## config.mk

```make
export PLATFORM = sky130hd
export DESIGN_NAME = erva_regs
export DESIGN_NICKNAME = d
export VERILOG_FILES = /design/src/inc/erva_pkg.sv /design/src/inc/erva_load_if.sv /design/src/erva_table_loader.sv /design/src/erva_regs.sv
export SDC_FILE = /design/constraint.sdc
export NUM_CORES = 1
export LEC_CHECK = 0
export ABC_AREA = 0
export ABC_CLOCK_PERIOD_IN_PS = 2100
export BUFFER_PORTS_ARGS = -buffer_cell sky130_fd_sc_hd__buf_2
export CAP_MARGIN = 20
export CORE_ASPECT_RATIO = 1.5
export CORE_MARGIN = 2
export CORE_UTILIZATION = 56
export CTS_CLUSTER_DIAMETER = 200
export CTS_CLUSTER_SIZE = 28
export DETAILED_ROUTE_END_ITERATION = 6
export PLACE_DENSITY = 0.89
export SETUP_SLACK_MARGIN = 0.2
export SYNTH_ARGS = -nofsm -noshare
export SYNTH_HDL_FRONTEND = slang
export SYNTH_HIERARCHICAL = 1
export SYNTH_SLANG_ARGS = --single-unit
```

## constraint.sdc

```tcl
create_clock -name clock -period 2.1 [get_ports clock]
set_clock_uncertainty 0.1 [all_clocks]
set_input_delay 0.315 -clock clock [delete_from_list [all_inputs] [get_ports clock]]
set_output_delay 0.315 -clock clock [all_outputs]
set_load 0.005 [all_outputs]
```

## src/inc/erva_pkg.sv

```systemverilog
// Constants for the error log and channel arbitration register slice
package erva_pkg;
  localparam int          ERVA_ADDR_W        = 12;
  localparam int          ERVA_TBL_WORDS     = 4;
  // Register byte addresses
  localparam logic [11:0] ERVA_ADV_ERR_CAP   = 12'h118;
  localparam logic [11:0] ERVA_HDR_LOG0      = 12'h11c;
  localparam logic [11:0] ERVA_HDR_LOG1      = 12'h120;
  localparam logic [11:0] ERVA_HDR_LOG2      = 12'h124;
  localparam logic [11:0] ERVA_HDR_LOG3      = 12'h128;
  localparam logic [11:0] ERVA_VC_CAP_HDR    = 12'h140;
  localparam logic [11:0] ERVA_PORT_CAP_ONE  = 12'h144;
  localparam logic [11:0] ERVA_PORT_CAP_TWO  = 12'h148;
  localparam logic [11:0] ERVA_PORT_CTRL     = 12'h14c;
  localparam logic [11:0] ERVA_ARB_TBL_BASE  = 12'h170;
  localparam logic [11:0] ERVA_ARB_TBL_LAST  = 12'h17c;
  // Field positions
  localparam int          ERVA_FEP_LSB       = 0;
  localparam int          ERVA_ECRC_GEN_CAP  = 5;
  localparam int          ERVA_ECRC_GEN_EN   = 6;
  localparam int          ERVA_ECRC_CHK_CAP  = 7;
  localparam int          ERVA_ECRC_CHK_EN   = 8;
  localparam int          ERVA_LOAD_BIT      = 0;
  localparam int          ERVA_SEL_LSB       = 1;
  localparam int          ERVA_TBL_STAT_BIT  = 16;
  // Fixed capability values
  localparam logic [15:0] ERVA_VC_CAP_ID     = 16'h0002;
  localparam logic [3:0]  ERVA_VC_CAP_VER    = 4'h1;
  localparam logic [11:0] ERVA_VC_NEXT_PTR   = 12'h20c;
  localparam logic [1:0]  ERVA_REF_CLK       = 2'h0;
  localparam logic [1:0]  ERVA_ENTRY_SIZE    = 2'h2;
  localparam logic [7:0]  ERVA_ARB_CAP_ON    = 8'h03;
  localparam logic [7:0]  ERVA_ARB_CAP_OFF   = 8'h00;
  localparam logic [7:0]  ERVA_TBL_OFS_ON    = 8'h03;
  localparam logic [7:0]  ERVA_TBL_OFS_OFF   = 8'h00;
  // Reset values and the select limit
  localparam logic [4:0]  ERVA_FEP_RESET     = 5'h00;
  localparam logic [1:0]  ERVA_EXT_HI_RESET  = 2'h0;
  localparam logic [2:0]  ERVA_LP_RESET      = 3'h0;
  localparam logic [2:0]  ERVA_SEL_RESET     = 3'h0;
  localparam logic [2:0]  ERVA_SEL_MAX       = 3'h1;
  // Cycles the hardware takes to apply the table, one per 4-bit phase entry
  localparam int          ERVA_LOAD_CYCLES   = 32;
endpackage

```

## src/inc/erva_load_if.sv

```systemverilog
// Handshake between the register slice and the table loader
`timescale 1ns/1ps
interface erva_load_if;
  logic start;
  logic busy;
  logic done;
  modport regs   (output start, input busy, input done);
  modport loader (input start, output busy, output done);
endinterface

```

## src/erva_table_loader.sv

```systemverilog
// Multi-cycle arbitration table load sequencer
`timescale 1ns/1ps
module erva_table_loader #(
  parameter int LOAD_CYCLES = erva_pkg::ERVA_LOAD_CYCLES
) (
  // Clock and reset
  input wire logic   clock,
  input wire logic   reset,
  // Load handshake
  erva_load_if.loader ld
);
  import erva_pkg::*;

  typedef enum logic {ERVA_IDLE, ERVA_LOAD} erva_lstate_t;
  typedef struct packed {
    erva_lstate_t st;
    logic [7:0]   cnt;
    logic         done;
  } erva_lst_t;

  erva_lst_t s_reg;
  erva_lst_t s_next;

  always_comb begin
    s_next      = s_reg;
    s_next.done = 1'b0;
    unique case (s_reg.st)
      ERVA_IDLE: begin
        // Start requests are only offered while idle
        if (ld.start) begin
          s_next.st  = ERVA_LOAD;
          s_next.cnt = 8'(LOAD_CYCLES - 1);
        end
      end
      ERVA_LOAD: begin
        if (s_reg.cnt == 8'h00) begin
          s_next.st   = ERVA_IDLE;
          s_next.done = 1'b1;
        end else begin
          s_next.cnt = s_reg.cnt - 8'h01;
        end
      end
    endcase
    if (reset) begin
      s_next = '{st: ERVA_IDLE, cnt: 8'h00, done: 1'b0};
    end
  end

  always_ff @(posedge clock) begin
    s_reg <= s_next;
  end

  assign ld.busy = (s_reg.st == ERVA_LOAD);
  assign ld.done = s_reg.done;
endmodule

```

## src/erva_regs.sv

```systemverilog
// Error log and port channel arbitration configuration registers
//
// Local design decision: register access over Wishbone.
`timescale 1ns/1ps
module erva_regs #(
  parameter int LOAD_CYCLES = erva_pkg::ERVA_LOAD_CYCLES
) (
  // Clock and resets
  input  wire logic                          clock,
  input  wire logic                          reset,
  input  wire logic                          power_on_reset,
  // Wishbone classic slave
  input  wire logic                          wb_cyc_i,
  input  wire logic                          wb_stb_i,
  input  wire logic                          wb_we_i,
  input  wire logic [erva_pkg::ERVA_ADDR_W-1:0] wb_adr_i,
  input  wire logic [3:0]                    wb_sel_i,
  input  wire logic [31:0]                   wb_dat_i,
  output logic      [31:0]                   wb_dat_o,
  output logic                               wb_ack_o,
  // Strap and autoload
  input  wire logic                          second_channel_strap,
  input  wire logic                          eeprom_load_valid,
  input  wire logic [2:0]                    eeprom_ext_count,
  input  wire logic [2:0]                    eeprom_lp_count,
  // Error reporting
  input  wire logic                          err_valid,
  input  wire logic [4:0]                    err_index,
  input  wire logic                          err_masked,
  input  wire logic [127:0]                  err_header,
  input  wire logic                          err_log_release,
  output logic                               err_message,
  // Controls towards the port logic
  output logic                               ecrc_gen_enable,
  output logic                               ecrc_check_enable,
  output logic      [2:0]                    arb_select,
  output logic      [127:0]                  arb_table_applied,
  output logic                               arb_cap_valid,
  output logic                               table_load_busy
);
  import erva_pkg::*;

  typedef struct packed {
    logic                                sync1;
    logic                                sync2;
    logic                                strap_pending;
    logic [2:0]                          ext_count;
    logic [2:0]                          lp_count;
    logic                                ecrc_gen;
    logic                                ecrc_chk;
    logic [4:0]                          first_ptr;
    logic [127:0]                        hdr;
    logic                                logged;
    logic                                msg;
    logic [2:0]                          arb_sel;
    logic [ERVA_TBL_WORDS-1:0][31:0]     tbl;
    logic [ERVA_TBL_WORDS-1:0][31:0]     applied;
    logic                                tbl_status;
    logic                                start;
    logic                                ack;
    logic [31:0]                         dat;
  } erva_state_t;

  erva_state_t s_reg;
  erva_state_t s_next;
  erva_load_if ld();

  erva_table_loader #(
    .LOAD_CYCLES (LOAD_CYCLES)
  ) u_loader (
    .clock (clock),
    .reset (reset),
    .ld    (ld)
  );

  logic        req;
  logic        wr;
  logic [31:0] lane;
  logic [31:0] rdata;
  logic [31:0] wval;
  logic [1:0]  tidx;
  logic        tbl_hit;
  logic [2:0]  sel_w;

  function automatic logic [31:0] erva_merge(input logic [31:0] old_v,
                                             input logic [31:0] new_v,
                                             input logic [31:0] mask);
    erva_merge = (old_v & ~mask) | (new_v & mask);
  endfunction

  always_comb begin
    req     = wb_cyc_i && wb_stb_i && !s_reg.ack;
    wr      = req && wb_we_i;
    lane    = {{8{wb_sel_i[3]}}, {8{wb_sel_i[2]}}, {8{wb_sel_i[1]}}, {8{wb_sel_i[0]}}};
    tbl_hit = (wb_adr_i >= ERVA_ARB_TBL_BASE) && (wb_adr_i <= ERVA_ARB_TBL_LAST);
    tidx    = wb_adr_i[3:2];
    wval    = 32'h0000_0000;
    sel_w   = 3'h0;
    rdata   = 32'h0000_0000;
    // Read mux; unmapped addresses read zero and are still acknowledged
    unique case (wb_adr_i)
      ERVA_ADV_ERR_CAP: begin
        rdata[ERVA_FEP_LSB +: 5]   = s_reg.first_ptr;
        rdata[ERVA_ECRC_GEN_CAP]   = 1'b1;
        rdata[ERVA_ECRC_CHK_CAP]   = 1'b1;
        rdata[ERVA_ECRC_GEN_EN]    = s_reg.ecrc_gen;
        rdata[ERVA_ECRC_CHK_EN]    = s_reg.ecrc_chk;
      end
      ERVA_HDR_LOG0: rdata = s_reg.hdr[31:0];
      ERVA_HDR_LOG1: rdata = s_reg.hdr[63:32];
      ERVA_HDR_LOG2: rdata = s_reg.hdr[95:64];
      ERVA_HDR_LOG3: rdata = s_reg.hdr[127:96];
      ERVA_VC_CAP_HDR: begin
        rdata = {ERVA_VC_NEXT_PTR, ERVA_VC_CAP_VER, ERVA_VC_CAP_ID};
      end
      ERVA_PORT_CAP_ONE: begin
        rdata[2:0]   = s_reg.ext_count;
        rdata[6:4]   = s_reg.lp_count;
        rdata[9:8]   = ERVA_REF_CLK;
        rdata[11:10] = ERVA_ENTRY_SIZE;
      end
      ERVA_PORT_CAP_TWO: begin
        // Both fields follow the live count bit so autoload keeps them consistent
        rdata[7:0]   = s_reg.ext_count[0] ? ERVA_ARB_CAP_ON : ERVA_ARB_CAP_OFF;
        rdata[31:24] = s_reg.ext_count[0] ? ERVA_TBL_OFS_ON : ERVA_TBL_OFS_OFF;
      end
      ERVA_PORT_CTRL: begin
        rdata[ERVA_LOAD_BIT]     = 1'b0;
        rdata[ERVA_SEL_LSB +: 3] = s_reg.arb_sel;
        rdata[ERVA_TBL_STAT_BIT] = s_reg.tbl_status;
      end
      default: begin
        rdata = tbl_hit ? s_reg.tbl[tidx] : 32'h0000_0000;
      end
    endcase

    s_next       = s_reg;
    s_next.sync1 = second_channel_strap;
    s_next.sync2 = s_reg.sync1;
    s_next.ack   = req;
    s_next.msg   = 1'b0;
    s_next.start = 1'b0;
    if (req) begin
      s_next.dat = rdata;
    end

    // Strap taken one cycle after reset release, from the synchronised pin
    if (s_reg.strap_pending) begin
      s_next.strap_pending = 1'b0;
      s_next.ext_count     = {ERVA_EXT_HI_RESET, s_reg.sync2};
    end
    if (eeprom_load_valid) begin
      s_next.ext_count = eeprom_ext_count;
      s_next.lp_count  = eeprom_lp_count;
    end

    if (wr) begin
      unique case (wb_adr_i)
        ERVA_ADV_ERR_CAP: begin
          if (wb_sel_i[0]) begin
            s_next.ecrc_gen = wb_dat_i[ERVA_ECRC_GEN_EN];
          end
          if (wb_sel_i[1]) begin
            s_next.ecrc_chk = wb_dat_i[ERVA_ECRC_CHK_EN];
          end
        end
        ERVA_PORT_CTRL: begin
          if (wb_sel_i[0]) begin
            sel_w          = wb_dat_i[ERVA_SEL_LSB +: 3];
            s_next.arb_sel = (sel_w <= ERVA_SEL_MAX) ? sel_w : ERVA_SEL_RESET;
            // A load request while a load runs is dropped
            s_next.start   = wb_dat_i[ERVA_LOAD_BIT] && !ld.busy;
          end
        end
        default: begin
          if (tbl_hit) begin
            wval              = erva_merge(s_reg.tbl[tidx], wb_dat_i, lane);
            s_next.tbl[tidx]  = wval;
          end
        end
      endcase
    end

    // Completion clears the flag, but a table write in the same cycle wins
    if (ld.done) begin
      s_next.tbl_status = 1'b0;
      s_next.applied    = s_reg.tbl;
    end
    if (wr && tbl_hit && (wb_sel_i != 4'h0)) begin
      s_next.tbl_status = 1'b1;
    end

    // Release reopens the log; a new error in the same cycle is captured
    if (err_log_release) begin
      s_next.logged = 1'b0;
    end
    if (err_valid && !err_masked) begin
      s_next.msg = 1'b1;
      if (!s_reg.logged || err_log_release) begin
        s_next.logged    = 1'b1;
        s_next.first_ptr = err_index;
        s_next.hdr       = err_header;
      end
    end

    // Normal reset spares the sticky fields
    if (reset || power_on_reset) begin
      s_next.strap_pending = 1'b1;
      s_next.ext_count     = {ERVA_EXT_HI_RESET, 1'b0};
      s_next.lp_count      = ERVA_LP_RESET;
      s_next.msg           = 1'b0;
      s_next.arb_sel       = ERVA_SEL_RESET;
      s_next.tbl           = '0;
      s_next.applied       = '0;
      s_next.tbl_status    = 1'b0;
      s_next.start         = 1'b0;
      s_next.ack           = 1'b0;
      s_next.dat           = 32'h0000_0000;
    end
    if (power_on_reset) begin
      s_next.ecrc_gen  = 1'b0;
      s_next.ecrc_chk  = 1'b0;
      s_next.first_ptr = ERVA_FEP_RESET;
      s_next.hdr       = '0;
      s_next.logged    = 1'b0;
    end
  end

  always_ff @(posedge clock) begin
    s_reg <= s_next;
  end

  assign ld.start          = s_reg.start;
  assign wb_ack_o          = s_reg.ack;
  assign wb_dat_o          = s_reg.dat;
  assign err_message       = s_reg.msg;
  assign ecrc_gen_enable   = s_reg.ecrc_gen;
  assign ecrc_check_enable = s_reg.ecrc_chk;
  assign arb_select        = s_reg.arb_sel;
  assign arb_table_applied = s_reg.applied;
  assign arb_cap_valid     = (s_reg.lp_count != 3'h0);
  assign table_load_busy   = ld.busy;
endmodule

```

==> After elaboration in Yosys (flattened, before gate mapping) <==
Index checks and enable logic that the tools add are counted.
{ "classes": {"addsub": 1, "n_mul": 0, "div_mod_pow": 0, "magnitude_cmp": 5, "eq_ne": 11, "shifts": 0, "n_mux": 30, "bitwise": 9, "reduce_logical": 38} }
{ "ops": {"columns": ["op", "count"], "rows": [
  ["bitwise mux 128 bit", 1],
  ["equality test 12 x 9 -> 1 bit, second input constant", 9],
  ["2-to-1 mux 32 bit", 3],
  ["bitwise AND 32 bit", 2],
  ["binary-select mux 32 bit (select 2 bit)", 1],
  ["demux 32 bit (select 2 bit)", 1],
  ["one-hot mux 8 bit (7 select lines)", 1],
  ["one-hot mux 7 bit (6 select lines)", 1],
  ["inverter 32 bit", 1],
  ["bitwise OR 32 bit", 1],
  ["one-hot mux 3 bit (9 select lines)", 1],
  ["one-hot mux 3 bit (8 select lines)", 1],
  ["one-hot mux 4 bit (5 select lines)", 1],
  ["one-hot mux 3 bit (6 select lines)", 1],
  ["one-hot mux 9 bit (2 select lines)", 1],
  ["OR reduction 4 bit", 4],
  ["one-hot mux 1 bit (7 select lines)", 2],
  [">= comparator 12 x 9 -> 1 bit, second input constant", 1],
  ["less-or-equal comparator 12 x 9 -> 1 bit, second input constant", 1],
  ["AND reduction 3 bit", 4],
  ["logical AND 1 bit", 9],
  ["2-to-1 mux 9 bit", 1],
  ["OR reduction 3 bit", 3],
  ["zero test 8 bit", 1],
  ["other kinds (21)", 42]
]} }
{ "totals": {"regBits": 450, "latchBits": 0, "ramBits": 0, "rom_bits": 0, "in_bits": 198, "out_inout_bits": 169, "elab_cells": 121, "memories": 0} }

==> Logic depth before layout (Yosys ltp) <==
{ "depth": {"word_depth": 6, "ltp_mapped": 9, "mapped_depth_nobuf": 5} }

==> Modules after synthesis <==
The synthesis kept the hierarchy.
{ "by_module_without_submodules": {"columns": ["mod", "instances", "cells_per_inst", "area_per_inst_um2", "seq_area_each_um2"], "rows": [
  ["erva_regs", 1, 2208, 19177.1, 8808.4],
  ["erva_table_loader", 1, 54, 490.5, 200.2]
]} }

==> Worst setup path after synthesis <==
OpenSTA, ideal clock, no wires.
{ "synth_path": {"path_type": "in2reg", "from": "input port wb_adr_i[2] (netlist name)", "to": "register s_reg[173] (netlist name)", "setup_time_ns": 0.132, "t_arrival_ns": 1.683, "t_required_ns": 1.868, "setup_slack_ns": 0.185, "cell_stages": 7, "path_buffers": 3, "path_cell_list": "buf_6 > buf_6 > buf_4 > mux4_2 > mux2_2 > nand2_1 > a21oi_1"} }
{ "synth_via": {"elab_chain_cells": 5, "word_cells_on_any_way": 18, "cone_classes": "order compare: 4; eq/ne: 2; mux: 5; bitwise: 3; reduce/logical: 4"} }
{ "synth_rtl": {"columns": ["item", "line", "source"], "rows": [
  ["start: declaration", "erva_regs.sv:16", "input wire logic [erva_pkg::ERVA_ADDR_W-1:0] wb_adr_i,"],
  ["parallel branches: the longest is 5 deep, another holds >= comparator 12 x 9 -> 1 bit", null, null],
  ["end signal: assignment", "erva_regs.sv:230", "s_reg <= s_next;"],
  ["end: declaration", "erva_regs.sv:64", "erva_state_t s_reg;"]
]} }
Parallel ways; which one is timed is not known. The select of a mux whose other input is x is not followed.
A chain may end at the register's enable or synchronous reset.

==> Worst setup path after layout <==
{ "layout_path": {"from": "register s_reg, in the netlist wb_ack_o", "to": "register s_reg[179] (netlist name)"} }
{ "layout_via": {"elab_chain_cells": 4} }
{ "layout_rtl": {"columns": ["item", "line", "source"], "rows": [
  ["zero test 1 bit", "erva_regs.sv:92", "req = wb_cyc_i && wb_stb_i && !s_reg.ack;"],
  ["logical AND 1 bit", "erva_regs.sv:92", null],
  ["logical AND 1 bit", "erva_regs.sv:93", "wr = req && wb_we_i;"],
  ["AND reduction 3 bit (no line)", null, null]
]} }
No other way between the ends.

==> impl_metrics.py <==
metrics = {
    "status": {
        "status": "finished, violations left",
        "violations": "design-rule violations",
    },
    "sta": {
        "max_slew_margin_pct": 50.5,
        "finalCritPeriodShare_pct": 89.6,
        "setup_viol_count_final": 0,
        "fmaxAchievable_ghz": 0.531,
        "worst_hold_slack_ps": 32.7,
        "worst_margin_pin_slew_ps": 735,
        "drv_slew": 0,
        "hold_viol": 0,
        "setup_repair_after_global_routing_missed_its_margin": "yes",
        "final.min_clock_period_ps": 1880,
    },
    "synthesis": {
        "synth_fa_ha_area_share_pct": 0.0636,
        "yosys-mux-area-fraction_pct": 13.7,
        "mappedNetlistNets": 2461,
        "synth-main-ff-cell": "dfxtp_1",
        "postSynthCellCount": 2262,
        "register_area_share_after_synthesis_pct": 45.8,
        "syn_avg_cell_area_sq_um": 8.69,
        "number_of_flops_mapped_to_enable_cells_by_yosys": 0,
        "compound_cell_area_share_of_the_yosys_netlist_pct": 13.3,
        "synth-warning-count": 6,
        "synth-xor-area-share_pct": 0,
        "netlist_area_sq_um": 19700,
        "synth-async-reset-ratio_pct": 0,
        "synth_simple_gate_area_share_pct": 17.2,
        "ys_ff_latch": 450,
        "yosysUniqueCellTypes": 71,
        "combinational_family_with_the_most_area_after_synthesis": "simple AND/OR/NAND/NOR gates",
    },
    "power": {
        "pwr_density_cell_nw_per_um2": 620,
        "switching_power_uw": 3550,
        "ir_worst_vdd_mv": 0.637,
        "gate_power_share_pct": 9.3,
        "pwr-share-clk_pct": 31.0,
        "p_leak_uw": 0.00898,
        "seq_power_share_pct": 59.7,
        "power.internal_uw": 11100,
        "switching_power_share_of_the_total_pct": 24.2,
    },
    "floorplanning": {
        "rows": 84,
        "chipHeight_um": 234,
        "pin_count": 367,
        "core-area_sq_um": 34800,
        "area_of_the_die_sq_um": 36700,
        "die_width_um": 157,
        "starting_density_of_the_core_pct": 56.5,
    },
    "layout": {
        "nFillCells": 2585,
        "layout.core_utilization_pct": 68.1,
        "drive_above_1_share_pct": 24.4,
        "final_design_area_no_fill_sq_um": 23700,
        "design.final.nets": 2788,
        "largest_register_ffs": 271,
        "syn2layout_area_growth_pct": 20.4,
    },
    "clock_network": {
        "clk_pin_slew_ps": 120,
        "tritoncts.num_buffers": 20,
        "insertion_delay_ps": 550,
        "clock_tree_buffer_depth": 3,
        "htree_levels": 1,
        "cts_sinks": 450,
        "cts_tree": "done",
        "cts_root_buf": "clkbuf_16",
    },
    "hold_path": {
        "worstHoldPathType": "in -> reg",
    },
    "global_route": {
        "vias_in_the_first_global_route": 17600,
        "antenna_found_initial": 4,
        "globalRouteOverflowTotal": 0,
        "wire_length_of_the_first_global_routing_pass_um": 99100,
        "maximum_number_of_pins_on_one_net_before_global_route_repair": 137,
        "grt_usage_pct": 34.9,
    },
    "placed_design": {
        "gp_congestion": 0.971,
        "io_buffers": 366,
        "hpwlAfterDp_um": 43900,
        "placed_area_sq_um": 21500,
    },
    "worst_setup_path": {
        "timing.critical_path.required_ps": 2480,
        "critical_path_class": "reg -> reg",
        "worst_path_arrival_ps": 2270,
        "critPathLaunchType": "register",
        "crit_path_end_kind": "register",
        "path_max_fanout": 8,
    },
    "routing": {
        "antenna_violating_nets_post_route": 0,
        "post_drt_wl_per_cell_um": 21.8,
        "via_count": 18200,
        "detailedRoute.firstPassIterationCount": 7,
        "routed_via_density": 5.92,
        "detailedRoute.firstIterationViolations": 1771,
        "remaining_drc_errors": 1,
        "detail_route.wirelength_um": 66800,
    },
    "job": {
        "max_cap_violations": 0,
    },
}
-- cell families after synthesis --
group | count (synthesis)
mux | 225
simple gates | 805
flops | 450
fa+ha+maj | 1
buf+inv | 336
compound gates | 445
-- worst max-delay path: stages, from the launching register on --
cell and delay (ps):
dfxtp_2 370, and3b_2 340, and2_4 180, buf_6 110, and3_4 270, clkbuf_16 190
nand2_1 70, a21oi_1 160
-- cell usage in the layout, fill, tap and decap left out, drive strengths merged, types with 7 or more instances in the layout --
cell type    synthesis  layout
nand2              549     549
buf                230     489
dfxtp              450     450
a21oi              308     308
mux2i              161     161
nor2               152     152
dlygate4sd3          0     143
mux4                32      32
mux2                32      32
o21ai               29      29
and3                27      27
a22oi               24      24
clkbuf              99      24
o22ai               19      19
o2bb2ai             15      15
a221oi              10      10
nand3               10      10
nor2b                9       9
a31oi                7       7
nor3b                7       7
nor3                 7       7
inv                  7       7
-- worst paths after layout --
path | start | to | slack, ps | cells past startpoint
max | wb_ack_o | s_reg[179] | 220 | 7
min | wb_dat_i[8] | ecrc_check_enable | 30 | 3
max reg2reg | wb_ack_o | s_reg[179] | 220 | 7
min reg2reg | s_next[438] | s_reg[438] | 270 | 0
-- cell usage after synthesis, types with 6 or more instances --
cell type    n  area, sq um
nand2_1    549         2060
dfxtp_1    450         9010
a21oi_1    308         1540
buf_4      170         1280
mux2i_1    161         1610
nor2_1     151          567
clkbuf_1    99          372
buf_2       40          200
mux2_2      32          360
mux4_2      32          721
and3_1      27          169
o21ai_0     26          130
a22oi_1     24          180
buf_1       18         67.6
o2bb2ai_1   15          131
a221oi_1    10         87.6
nand3_1     10         50.1
o22ai_2     10          125
nor2b_1      9         56.3
o22ai_1      9         56.3
a31oi_1      7         43.8
inv_1        6         22.5
or3_1        6         37.5
-- through the flow --
step	worst slack (ps)	instances	power [uW]	setup TNS [ps]
after floorplan	205	2262	9510	0
after global placement	-51.1	2890	9990	-108
after detailed placement	-91.3	2890	10000	-741
after CTS	218	3056	14600	0
after global routing	183	3067	15100	0
final	218	3069	14700	0
-- what timing repair did --
action / 4_1_cts / 5_1_grt
setup endpoints to repair: 80 / 115
cloned: 0 / 5
hold buffers: 143 / 0
resized for setup: 5 / 26
pin swaps: 1 / 3
hold endpoints to repair: 143 / 0
setup buffers: 0 / 2
-- per-layer routing --
| layer | up-vias | track usage [%] | wire [um] |
|---|---|---|---|
| met5 | - | 0 | 0 |
| met4 | 0 | 18.7 | 4040 |
| met3 | 269 | 5.23 | 5610 |
| met2 | 1186 | 60.4 | 33200 |
| met1 | 8573 | 41.5 | 23900 |
| li1 | 8149 | - | - |
-- power by group through the flow --
| stage | combinational [uW] | clock [uW] | sequential, uW |
|---|---|---|---|
| 3_5_place_dp | 1070 | 0 | 8940 |
| 4_1_cts | 1280 | 4590 | 8740 |
| 5_1_grt | 1450 | 4840 | 8770 |
| 3_3_place_gp | 1050 | 0 | 8930 |
| 2_1_floorplan | 603 | 0 | 8910 |
| 6_report | 1360 | 4550 | 8760 |
-- layout make-up --
class | count | area, sq um | area share, %
sequential | 450 | 9010 | 38.1
multi-input combinational | 1476 | 8820 | 37.3
timing repair buffer | 634 | 4640 | 19.6
tap | 473 | 592 | 2.50
clock buffer | 22 | 529 | 2.24
inverter | 7 | 33.8 | 0.143
clock inverter | 1 | 30.0 | 0.127
antenna | 6 | 15.0 | 0.0634
(Power assumes the default switching activity.)
